### src/retr_pkg.sv
// constants and types shared by the rail enable and trim register bank
package retr_pkg;

  // register offsets on the control port
  localparam logic [7:0] ADDR_ENABLE = 8'h00;
  localparam logic [7:0] ADDR_TRIM   = 8'h01;
  localparam logic [7:0] ADDR_FLAGS1 = 8'h02;
  localparam logic [7:0] ADDR_FLAGS2 = 8'h03;

  // reset values
  localparam logic [7:0] RST_ENABLE = 8'h00;
  localparam logic [7:0] RST_TRIM   = 8'h00;
  localparam logic [7:0] RST_FLAGS1 = 8'h00;
  localparam logic [2:0] RST_UVD    = 3'h0;
  localparam logic [2:0] RST_PG     = 3'h0;
  localparam logic [7:0] READ_ZERO  = 8'h00;

  // enable register field positions
  localparam int BIT_TRIM_APPLY  = 5;
  localparam int BIT_FIRST_BUCK  = 4;
  localparam int BIT_SECOND_BUCK = 3;
  localparam int BIT_THIRD_BUCK  = 2;
  localparam int BIT_FIRST_PORT  = 1;
  localparam int BIT_SECOND_PORT = 0;

  // trim register field positions
  localparam int TRIM2_HI = 3;
  localparam int TRIM2_LO = 2;
  localparam int TRIM3_HI = 1;
  localparam int TRIM3_LO = 0;

  // trim codes
  localparam logic [1:0] TRIM_NOMINAL  = 2'h0;
  localparam logic [1:0] TRIM_MINUS_5  = 2'h1;
  localparam logic [1:0] TRIM_MINUS_10 = 2'h2;
  localparam logic [1:0] TRIM_MINUS_15 = 2'h3;

  // second flag register: unused top, under-voltage, power good
  localparam logic [1:0] FLAGS2_UNUSED = 2'h0;
  localparam int         BUCK_COUNT    = 3;

  // synchronised pin vector layout and idle levels
  localparam int         PIN_SCL    = 0;
  localparam int         PIN_SDA    = 1;
  localparam int         PIN_APPLY  = 2;
  localparam int         PIN_BUCK1  = 3;
  localparam int         PIN_BUCK2  = 4;
  localparam int         PIN_BUCK3  = 5;
  localparam int         PIN_COUNT  = 6;
  localparam logic [5:0] PIN_IDLE   = 6'h03;

  // control port
  localparam logic [2:0] LAST_BIT     = 3'h7;
  localparam logic [2:0] BIT_ZERO     = 3'h0;
  localparam logic [6:0] DEF_DEV_ADDR = 7'h2A;

  typedef enum logic [3:0] {
    ST_IDLE, ST_ADDR, ST_ADDR_CHK, ST_ACK_ADDR, ST_WR,
    ST_WR_CHK, ST_ACK_WR, ST_RD, ST_RD_ACK, ST_RD_LOAD
  } retr_state_e;

endpackage

### src/retr_regs.sv
// rail enable and trim register bank behind a two-wire control port
//
// Operation
// - enable bit 5 selects trim versus nominal
// - enable bits 4..2 request bucks one to three
// - enable bits 1..0 switch port supplies on
// - buck runs when register bit or pin high
// - trim bits 3:2 set second buck level
// - trim bits 1:0 set third buck level
// - trim applies only with pin or bit set
// - reading first flag register clears all its fault flags
// - reading second clears only under-voltage bits
// - interrupt released once all flags are clear
`timescale 1ns/1ps
module retr_regs
  import retr_pkg::*;
#(
  parameter logic [6:0] DEV_ADDR = retr_pkg::DEF_DEV_ADDR  // arbitrary default
) (
  // clock, reset, enable
  input  wire logic                          clock_i,
  input  wire logic                          rst_i,
  input  wire logic                          ce_i,
  // two-wire control port, open drain data
  input  wire logic                          scl_i,
  input  wire logic                          sda_i,
  output logic                               sda_o,
  output logic                               sda_drive_n_o,
  // external pins
  input  wire logic                          first_buck_pin_i,
  input  wire logic                          second_buck_pin_i,
  input  wire logic                          third_buck_pin_i,
  input  wire logic                          trim_apply_pin_i,
  // internal event and status sources
  input  wire logic [7:0]                    fault_event_i,
  input  wire logic [retr_pkg::BUCK_COUNT-1:0] undervolt_event_i,
  input  wire logic [retr_pkg::BUCK_COUNT-1:0] power_good_i,
  // rail controls
  output logic                               first_buck_on_o,
  output logic                               second_buck_on_o,
  output logic                               third_buck_on_o,
  output logic                               first_port_switch_on_o,
  output logic                               second_port_switch_on_o,
  output logic [1:0]                         second_buck_trim_code_o,
  output logic [1:0]                         third_buck_trim_code_o,
  // open drain interrupt
  output logic                               int_o,
  output logic                               int_drive_n_o
);

  import retr_pkg::*;

  logic [PIN_COUNT-1:0] pins;
  logic                 scl;
  logic                 sda;
  logic                 prev_scl;
  logic                 prev_sda;
  logic                 scl_rise;
  logic                 scl_fall;
  logic                 start_seen;
  logic                 stop_seen;

  retr_state_e state;
  retr_state_e next_state;
  logic [7:0]  shift;
  logic [7:0]  next_shift;
  logic [2:0]  bit_cnt;
  logic [2:0]  next_bit_cnt;
  logic [7:0]  ptr;
  logic [7:0]  next_ptr;
  logic        have_ptr;
  logic        next_have_ptr;
  logic        rw;
  logic        next_rw;
  logic        next_sda_drive_n;
  logic        rd_take;
  logic        wr_en;
  logic [7:0]  rd_data;

  logic [7:0]  enable_reg;
  logic [7:0]  next_enable_reg;
  logic [7:0]  trim_reg;
  logic [7:0]  next_trim_reg;
  logic [7:0]  flags1;
  logic [7:0]  next_flags1;
  logic [BUCK_COUNT-1:0] uvd;
  logic [BUCK_COUNT-1:0] next_uvd;
  logic [BUCK_COUNT-1:0] pg;
  logic [BUCK_COUNT-1:0] next_pg;

  logic        next_first_buck;
  logic        next_second_buck;
  logic        next_third_buck;
  logic        trim_apply;
  logic [1:0]  next_trim2;
  logic [1:0]  next_trim3;
  logic        next_int_drive_n;

  // all asynchronous pins through the three-stage filter
  retr_sync #(
    .WIDTH   (PIN_COUNT),
    .RST_VAL (PIN_IDLE)
  ) u_pin_sync (
    .clock_i (clock_i),
    .rst_i   (rst_i),
    .ce_i    (ce_i),
    .pin_i   ({third_buck_pin_i, second_buck_pin_i, first_buck_pin_i,
                trim_apply_pin_i, sda_i, scl_i}),
    .level_o (pins)
  );

  // bus line events
  assign scl        = pins[PIN_SCL];
  assign sda        = pins[PIN_SDA];
  assign scl_rise   = scl & ~prev_scl;
  assign scl_fall   = ~scl & prev_scl;
  assign start_seen = scl & prev_scl & prev_sda & ~sda;
  assign stop_seen  = scl & prev_scl & ~prev_sda & sda;
  assign rd_take    = scl_fall & ~start_seen & ~stop_seen
                      & (((state == ST_ACK_ADDR) & rw) | (state == ST_RD_LOAD));

  // read mux, unmapped offsets read zero
  always_comb begin
    case (ptr)
      ADDR_ENABLE: rd_data = enable_reg;
      ADDR_TRIM:   rd_data = trim_reg;
      ADDR_FLAGS1: rd_data = flags1;
      ADDR_FLAGS2: rd_data = {FLAGS2_UNUSED, uvd, pg};
      default:     rd_data = READ_ZERO;
    endcase
  end

  // control port sequencer: address, pointer byte, data bytes
  always_comb begin
    next_state       = state;
    next_shift       = shift;
    next_bit_cnt     = bit_cnt;
    next_ptr         = ptr;
    next_have_ptr    = have_ptr;
    next_rw          = rw;
    next_sda_drive_n = sda_drive_n_o;
    wr_en            = 1'b0;
    if (start_seen) begin
      next_state       = ST_ADDR;
      next_bit_cnt     = BIT_ZERO;
      next_have_ptr    = 1'b0;
      next_sda_drive_n = 1'b1;
    end else if (stop_seen) begin
      next_state       = ST_IDLE;
      next_sda_drive_n = 1'b1;
    end else if (rd_take) begin
      next_shift       = rd_data;
      next_sda_drive_n = rd_data[7];
      next_ptr         = 8'(ptr + 8'h01);
      next_bit_cnt     = BIT_ZERO;
      next_state       = ST_RD;
    end else begin
      unique case (state)
        ST_IDLE, ST_RD_LOAD: begin
        end
        ST_ADDR, ST_WR: begin
          if (scl_rise) begin
            next_shift   = {shift[6:0], sda};
            next_bit_cnt = 3'(bit_cnt + 3'h1);
            if (bit_cnt == LAST_BIT) begin
              next_state = (state == ST_ADDR) ? ST_ADDR_CHK : ST_WR_CHK;
            end
          end
        end
        ST_ADDR_CHK: begin
          if (scl_fall) begin
            if (shift[7:1] == DEV_ADDR) begin
              next_sda_drive_n = 1'b0;
              next_rw          = shift[0];
              next_state       = ST_ACK_ADDR;
            end else begin
              next_state = ST_IDLE;
            end
          end
        end
        ST_ACK_ADDR: begin
          if (scl_fall) begin
            next_sda_drive_n = 1'b1;
            next_state       = ST_WR;
          end
        end
        ST_WR_CHK: begin
          if (scl_fall) begin
            next_sda_drive_n = 1'b0;
            next_state       = ST_ACK_WR;
            if (have_ptr) begin
              wr_en    = 1'b1;
              next_ptr = 8'(ptr + 8'h01);
            end else begin
              next_ptr      = shift;
              next_have_ptr = 1'b1;
            end
          end
        end
        ST_ACK_WR: begin
          if (scl_fall) begin
            next_sda_drive_n = 1'b1;
            next_state       = ST_WR;
          end
        end
        ST_RD: begin
          if (scl_fall) begin
            if (bit_cnt == LAST_BIT) begin
              next_sda_drive_n = 1'b1;
              next_state       = ST_RD_ACK;
            end else begin
              next_bit_cnt     = 3'(bit_cnt + 3'h1);
              next_shift       = {shift[6:0], 1'b0};
              next_sda_drive_n = shift[6];
            end
          end
        end
        ST_RD_ACK: begin
          if (scl_rise) begin
            next_state = sda ? ST_IDLE : ST_RD_LOAD;
          end
        end
      endcase
    end
  end

  always_ff @(posedge clock_i or posedge rst_i) begin
    if (rst_i) begin
      state         <= ST_IDLE;
      shift         <= READ_ZERO;
      bit_cnt       <= BIT_ZERO;
      ptr           <= ADDR_ENABLE;
      have_ptr      <= 1'b0;
      rw            <= 1'b0;
      prev_scl      <= 1'b1;
      prev_sda      <= 1'b1;
      sda_drive_n_o <= 1'b1;
      sda_o         <= 1'b0;
    end else if (ce_i) begin
      state         <= next_state;
      shift         <= next_shift;
      bit_cnt       <= next_bit_cnt;
      ptr           <= next_ptr;
      have_ptr      <= next_have_ptr;
      rw            <= next_rw;
      prev_scl      <= scl;
      prev_sda      <= sda;
      sda_drive_n_o <= next_sda_drive_n;
      sda_o         <= 1'b0;
    end
  end

  // register file: writes, sticky flags, clear on read
  always_comb begin
    next_enable_reg = enable_reg;
    next_trim_reg   = trim_reg;
    if (wr_en && ptr == ADDR_ENABLE) begin
      next_enable_reg = shift;
    end
    if (wr_en && ptr == ADDR_TRIM) begin
      next_trim_reg = shift;
    end
    // new events win over a clear in the same cycle
    if (rd_take && ptr == ADDR_FLAGS1) begin
      next_flags1 = fault_event_i;
    end else begin
      next_flags1 = flags1 | fault_event_i;
    end
    if (rd_take && ptr == ADDR_FLAGS2) begin
      next_uvd = undervolt_event_i;
    end else begin
      next_uvd = uvd | undervolt_event_i;
    end
    next_pg = power_good_i;
  end

  always_ff @(posedge clock_i or posedge rst_i) begin
    if (rst_i) begin
      enable_reg <= RST_ENABLE;
      trim_reg   <= RST_TRIM;
      flags1     <= RST_FLAGS1;
      uvd        <= RST_UVD;
      pg         <= RST_PG;
    end else if (ce_i) begin
      enable_reg <= next_enable_reg;
      trim_reg   <= next_trim_reg;
      flags1     <= next_flags1;
      uvd        <= next_uvd;
      pg         <= next_pg;
    end
  end

  // rail controls and interrupt
  always_comb begin
    next_first_buck  = enable_reg[BIT_FIRST_BUCK] | pins[PIN_BUCK1];
    next_second_buck = enable_reg[BIT_SECOND_BUCK] | pins[PIN_BUCK2];
    next_third_buck  = enable_reg[BIT_THIRD_BUCK] | pins[PIN_BUCK3];
    trim_apply       = enable_reg[BIT_TRIM_APPLY] | pins[PIN_APPLY];
    next_trim2       = trim_apply ? trim_reg[TRIM2_HI:TRIM2_LO] : TRIM_NOMINAL;
    next_trim3       = trim_apply ? trim_reg[TRIM3_HI:TRIM3_LO] : TRIM_NOMINAL;
    next_int_drive_n = ~((|next_flags1) | (|next_uvd));
  end

  always_ff @(posedge clock_i or posedge rst_i) begin
    if (rst_i) begin
      first_buck_on_o         <= 1'b0;
      second_buck_on_o        <= 1'b0;
      third_buck_on_o         <= 1'b0;
      first_port_switch_on_o  <= 1'b0;
      second_port_switch_on_o <= 1'b0;
      second_buck_trim_code_o <= TRIM_NOMINAL;
      third_buck_trim_code_o  <= TRIM_NOMINAL;
      int_drive_n_o           <= 1'b1;
      int_o                   <= 1'b0;
    end else if (ce_i) begin
      first_buck_on_o         <= next_first_buck;
      second_buck_on_o        <= next_second_buck;
      third_buck_on_o         <= next_third_buck;
      first_port_switch_on_o  <= enable_reg[BIT_FIRST_PORT];
      second_port_switch_on_o <= enable_reg[BIT_SECOND_PORT];
      second_buck_trim_code_o <= next_trim2;
      third_buck_trim_code_o  <= next_trim3;
      int_drive_n_o           <= next_int_drive_n;
      int_o                   <= 1'b0;
    end
  end

endmodule

### src/retr_sync.sv
// three-stage pin synchroniser that accepts a change once stages two and three agree
`timescale 1ns/1ps
module retr_sync #(
  parameter int               WIDTH   = 1,
  parameter logic [WIDTH-1:0] RST_VAL = '0
) (
  // clock and reset
  input  wire logic             clock_i,
  input  wire logic             rst_i,
  input  wire logic             ce_i,
  // pins in, filtered levels out
  input  wire logic [WIDTH-1:0] pin_i,
  output logic      [WIDTH-1:0] level_o
);

  logic [WIDTH-1:0] stage1;
  logic [WIDTH-1:0] stage2;
  logic [WIDTH-1:0] stage3;
  logic [WIDTH-1:0] next_level;

  // per bit: take stage three only when it matches stage two
  always_comb begin
    for (int i = 0; i < WIDTH; i++) begin
      next_level[i] = (stage2[i] == stage3[i]) ? stage3[i] : level_o[i];
    end
  end

  // stage one feeds stage two only
  always_ff @(posedge clock_i or posedge rst_i) begin
    if (rst_i) begin
      stage1  <= RST_VAL;
      stage2  <= RST_VAL;
      stage3  <= RST_VAL;
      level_o <= RST_VAL;
    end else if (ce_i) begin
      stage1  <= pin_i;
      stage2  <= stage1;
      stage3  <= stage2;
      level_o <= next_level;
    end
  end

endmodule

### config.mk
export PLATFORM = sky130hd
export DESIGN_NAME = retr_regs
export DESIGN_NICKNAME = d
export VERILOG_FILES = /design/src/retr_pkg.sv /design/src/retr_regs.sv /design/src/retr_sync.sv
export SDC_FILE = /design/constraint.sdc
export NUM_CORES = 1
export LEC_CHECK = 0
export BUFFER_PORTS_ARGS = -buffer_cell sky130_fd_sc_hd__buf_4
export CAP_MARGIN = 15
export CORE_MARGIN = 2
export CORE_UTILIZATION = 65
export CTS_CLUSTER_DIAMETER = 120
export DETAILED_ROUTE_END_ITERATION = 10
export PLACE_DENSITY = 0.83
export SLEW_MARGIN = 0
export SYNTH_ARGS = -nofsm -noshare
export SYNTH_HDL_FRONTEND = slang
export SYNTH_HIERARCHICAL = 1
export SYNTH_SLANG_ARGS = --single-unit
### constraint.sdc
create_clock -name clock_i -period 7.62 [get_ports clock_i]
set_clock_uncertainty 0.15 [all_clocks]
set_input_delay 1.905 -clock clock_i [delete_from_list [all_inputs] [get_ports clock_i]]
set_output_delay 1.905 -clock clock_i [all_outputs]
set_load 0.005 [all_outputs]
---- After elaboration in Yosys (flattened, before gate mapping) ----
Cells that the tools add are included.
storage, ports and cells
  register bits after elaboration ......... 92
  bits of input ports ..................... 23
  output and inout port bits .............. 13
  word-level logic and storage cells ...... 185
cells by class
  $add $sub $neg .......................... 2
  eq/ne operators ......................... 37
  muxes and demuxes ....................... 56
  bitwise operators ....................... 27
  reductions and logical operators ........ 32
operators by type and width
  cell                 number
  $mux 8               9
  $mux 4               12
  $ne 5x5->1 const B   8
  $pmux 8 s4           1
  $mux 3               8
  $pmux 4 s6           1
  $reduce_and 7->1     3
  $mux 1               19
  $eq 4x3->1 const B   4
  $eq 8x2->1 const B   2
  $pmux 8 s2           1
  $reduce_and 2->1     8
  $ne 4x4->1 const B   3
  $and 1x1->1          11
  $reduce_and 10->1    1
  $reduce_and 5->1     2
  $ne 3x3->1 const B   3
  $reduce_bool 9->1    1
  $add 8x1->8 const B  1
  $eq 4x2->1 const B   2
  $eq 4x4->1 const B   2
  $eq 8x1->1 const B   1
  $logic_not 8->1      1
  $not 1->1            8
  22 further kinds     42

---- Longest topological paths before layout ----
  word-level depth ........................ 12
  gate-level depth with buffers ........... 8
  gate-level depth less buffers ........... 7

---- Hierarchy ----
The synthesis kept the hierarchy.
modules (own cells, without submodules)
  module     instances  cells each  area an instance (sq um)  seq. area each (sq um)
  retr_regs  1          346         3654.8                    1706.6
  retr_sync  1          72          1006.0                    610.6

---- Worst setup path before layout ----
No wires, ideal clock.
  path type ............................... input-to-reg
  from .................................... in ce_i
  to ...................................... reg ptr[6]
  library setup time ...................... 0.123 ns
  data arrival time ....................... 2.959 ns
  data required time ...................... 7.347 ns
  setup slack ............................. 4.388 ns
  stages on the path ...................... 6
  path buffers ............................ 2
  path through ............................ clkbuf_1 > nand2_1 > a21oi_1 > clkbuf_1 > o21ai_0 > o2bb2ai_1
on the way
  cells in the longest elaborated chain, start to end .. 1
RTL lines
  item                        line              RTL
  start, declared             retr_regs.sv:23   input wire logic ce_i,
  $reduce_and 5->1 (no line)  --
  end signal, assigned        retr_regs.sv:243  ptr <= next_ptr;
  end, declared               retr_regs.sv:69   logic [7:0] ptr;
Every way passes these cells.
A chain may end at the register's enable or synchronous reset.

---- Worst setup path after layout ----
  from .................................... in ce_i
  to ...................................... reg shift[0]
on the way
  cells in the longest elaborated chain, start to end .. 1
RTL lines
  item                        line              RTL
  $reduce_and 7->1 (no line)  --
  end signal, assigned        retr_regs.sv:241  shift <= next_shift;
  end, declared               retr_regs.sv:65   logic [7:0] shift;
Every way passes these cells.

==> summary.md <==
| Metric | Value |
|---|---|
| Ant. Diodes | 0 |
| Synth Instances | 418 |
| Skew-Pair Late Insertion Delay | 0.37 ns |
| Status | finished, final reports clean |
| Mux contribution to synthesized area | 0.1332 |
| Clock sink count | 92 |
| Vias in the first global route | 3525 |
| Hold Crit Start | u_pin_sync/stage3[0] |
| IO Pins | 36 |
| Post-synth ARST share | 1.000 |
| Data arrival, critical path | 4.03 ns |
| Layout cells sized above 1 | 0.2650 |
| H-tree depth | 3 |
| Synth warnings | 6 |
| HP Class | reg2reg |
| Drt via density | 6.492 |
| GRT Total Usage | 0.2949 |
| Slew Viols, Final | 0 |
| Die width | 88.68 µm |
| Largest cells by area after synthesis | dfrtp_1, mux2_2, dfstp_2 |
| Drt pass-1 iters | 6 |
| Setup crit start kind | input port |
| Worst slew margin | 0.4260 |
| Area of the multi-input gates | 2171 µm² |
| Die height | 88.68 µm |
| Avg Inst Size Synth | 11.15 µm² |
| CTS tree | done |
| Clock slew at reported path FFs | 0.09 ns |
| Area share of xor/xnor cells in the synthesized design | 0.005638 |
| Max rail drop VDD | 183.7 µV |
| Post-Synth Adder-Cell Area | 0.01826 |
| Power Density | 303.2 nW/µm² |
| Crit share post-route | 0.5159 |
| Pin count of the biggest net entering global routing | 74 |
| Starting DRT DRC Count | 357 |
| Largest area contributor in the netlist | dfrtp_1 |
| Initial antenna violation count | 0 |
| Root buf cell | clkbuf_8 |
| Largest family of logic cells by synthesized area | compound AO/OA/AOI/OAI gates |
| Fin nets | 473 |
| Post-synth EDFFs | 0 |
| Leak Pwr | 0.002242 µW |
| CP required | 7.72 ns |
| Syn-to-layout area delta | 10.50% |
| WS Path Type | in2reg |
| Complex-gate fraction of the synthesized area | 0.1796 |
| Commonest non-fill, non-tap cell in the layout | dfrtp_1 |
| Initial Util | 0.6785 |
| Setup_tns | 0 ns |
| Register area | 2317 µm² |
| Hold Vio Cnt, Final | 0 |
| Hold Path End | u_pin_sync/level_o[0] |
| Die area | 7863 µm² |
| Reg-to-Reg Start | prev_scl |
| Fin area | 5150 µm² |
| Worst-path fanout max | 73 |
| RSZ-0062 raised after global routing | no |
| Wire per inst | 19.55 µm |
| Setup ws final | 3.689 ns |
| Most frequent cells in the layout | dfrtp_1, mux2_2, buf_4 |
| Grt ovf | 0 |
| IO buf count | 33 |
| DR DRC count | 0 |
| Post-synth top area share | 0.4295 |
| Fillers | 481 |
| Core box area | 6869 µm² |
| Row count | 30 |
| Num CTS Buffers | 9 |
| FMAX | 254.4 MHz |
| Setup Buffers After CTS | 0 |
| Number of nets with antenna violations after routing | 0 |
| Pre-CTS setup slack | 3.071 ns |
| Fin crit period | 3.931 ns |
| RR Endpoint | shift[0] |
| Via count | 3538 |
| First-pass GRT wire length | 17600 µm |
| CTS Hold Bufs | 0 |
| Placed Area | 4920 µm² |
| Maxcap violations | 0 |
| Routed WL | 10660 µm |
| RePlAce Congestion | 0.9251 |
| Synth Area in Simple Gates | 0.1275 |
| Cells on Worst Hold Path | 2 |
| CTS resizes | 0 |
| Synth Flop Type | dfrtp_1 |
| Netlist cell types | 65 |
| Synth Cell Area | 4661 µm² |
| Seq cells post-synth | 92 |
| DP HPWL | 6916 µm |
| CTS Buffer Depth | 2 |
| R2R Setup Slk | 4.95 ns |
| CP endpoint kind | flip-flop |
| Final setup fails | 0 |
| Seq/Total Area, Yosys | 0.4972 |
| Worst-Margin Slew | 0.8600 ns |
| Reg2Reg Depth | 6 |
how the worst max path moves through the flow:
| stage | start | end | slack (ns) | depth (start not counted) |
|---|---|---|---|---|
| final | ce_i | shift[0] | 3.69 | 5 |
| after global routing | ce_i | shift[4] | 3.58 | 5 |
| after CTS | ce_i | shift[0] | 3.43 | 4 |
| after detailed placement | ce_i | shift[0] | 3.07 | 4 |
| after global placement | ce_i | shift[0] | 3.23 | 4 |
| after floorplan | rst_i | bit_cnt[0] | 3.86 | 1 |
layout make-up:
type                       instances  area share
sequential                        92      0.4500
inverter                          15     0.01093
tap                               96     0.02332
clock buffer                      11     0.02551
clock inverter                     5     0.01676
timing repair buffer              36     0.05199
multi-input combinational        290      0.4215
metrics by stage:
step,hold slack [ns],instances,util,power [µW]
2_1_floorplan,0.3157,419,-,1054
3_3_place_gp,0.3267,527,0.7162,1169
3_5_place_dp,0.3317,527,0.7162,1191
4_1_cts,0.3508,543,0.7479,1558
5_1_grt,0.3768,545,0.7497,1655
6_report,0.3463,545,0.7497,1562
synthesized netlist by cell type, types with 3 or more instances:
cell,n
nand2b_1,14
nor3_1,3
a21o_1,4
nand3_1,17
nor2b_1,4
dfrtp_1,80
nand2_1,32
dfstp_2,12
buf_4,3
nor4_1,7
a221oi_1,6
inv_1,15
a22o_1,21
o2bb2ai_1,9
o211ai_1,3
mux2i_1,8
mux2_2,46
ha_1,6
clkbuf_1,14
nand4_1,6
a21oi_1,15
o21ai_0,21
nor2_1,16
metal layers:
metal | GRT usage | wire, µm | up-vias
li1 | - | - | 1603
met1 | 0.4033 | 4542 | 1768
met2 | 0.4647 | 5161 | 135
met3 | 0.05784 | 684 | 32
met4 | 0.1212 | 269 | 0
met5 | 0 | 0 | -
worst max-delay path, cell delays in order:
cell	delay, ns
buf_4	0.60
inv_1	0.39
a21oi_1	0.49
buf_4	0.27
mux2_2	0.35
where the power goes:
group / total [µW] / internal [µW] / switching [µW]
sequential: 707 / 580 / 127
combinational: 490 / 222 / 269
clock: 364 / 187 / 177
cell families after synthesis:
kind of cell,count (synthesis)
simple gates,114
compound gates,108
fa+ha+maj,7
buf+inv,37
mux,56
xor+xnor,3
other cells,1
flops,92
Note: power is estimated with default switching activity, not from simulation.
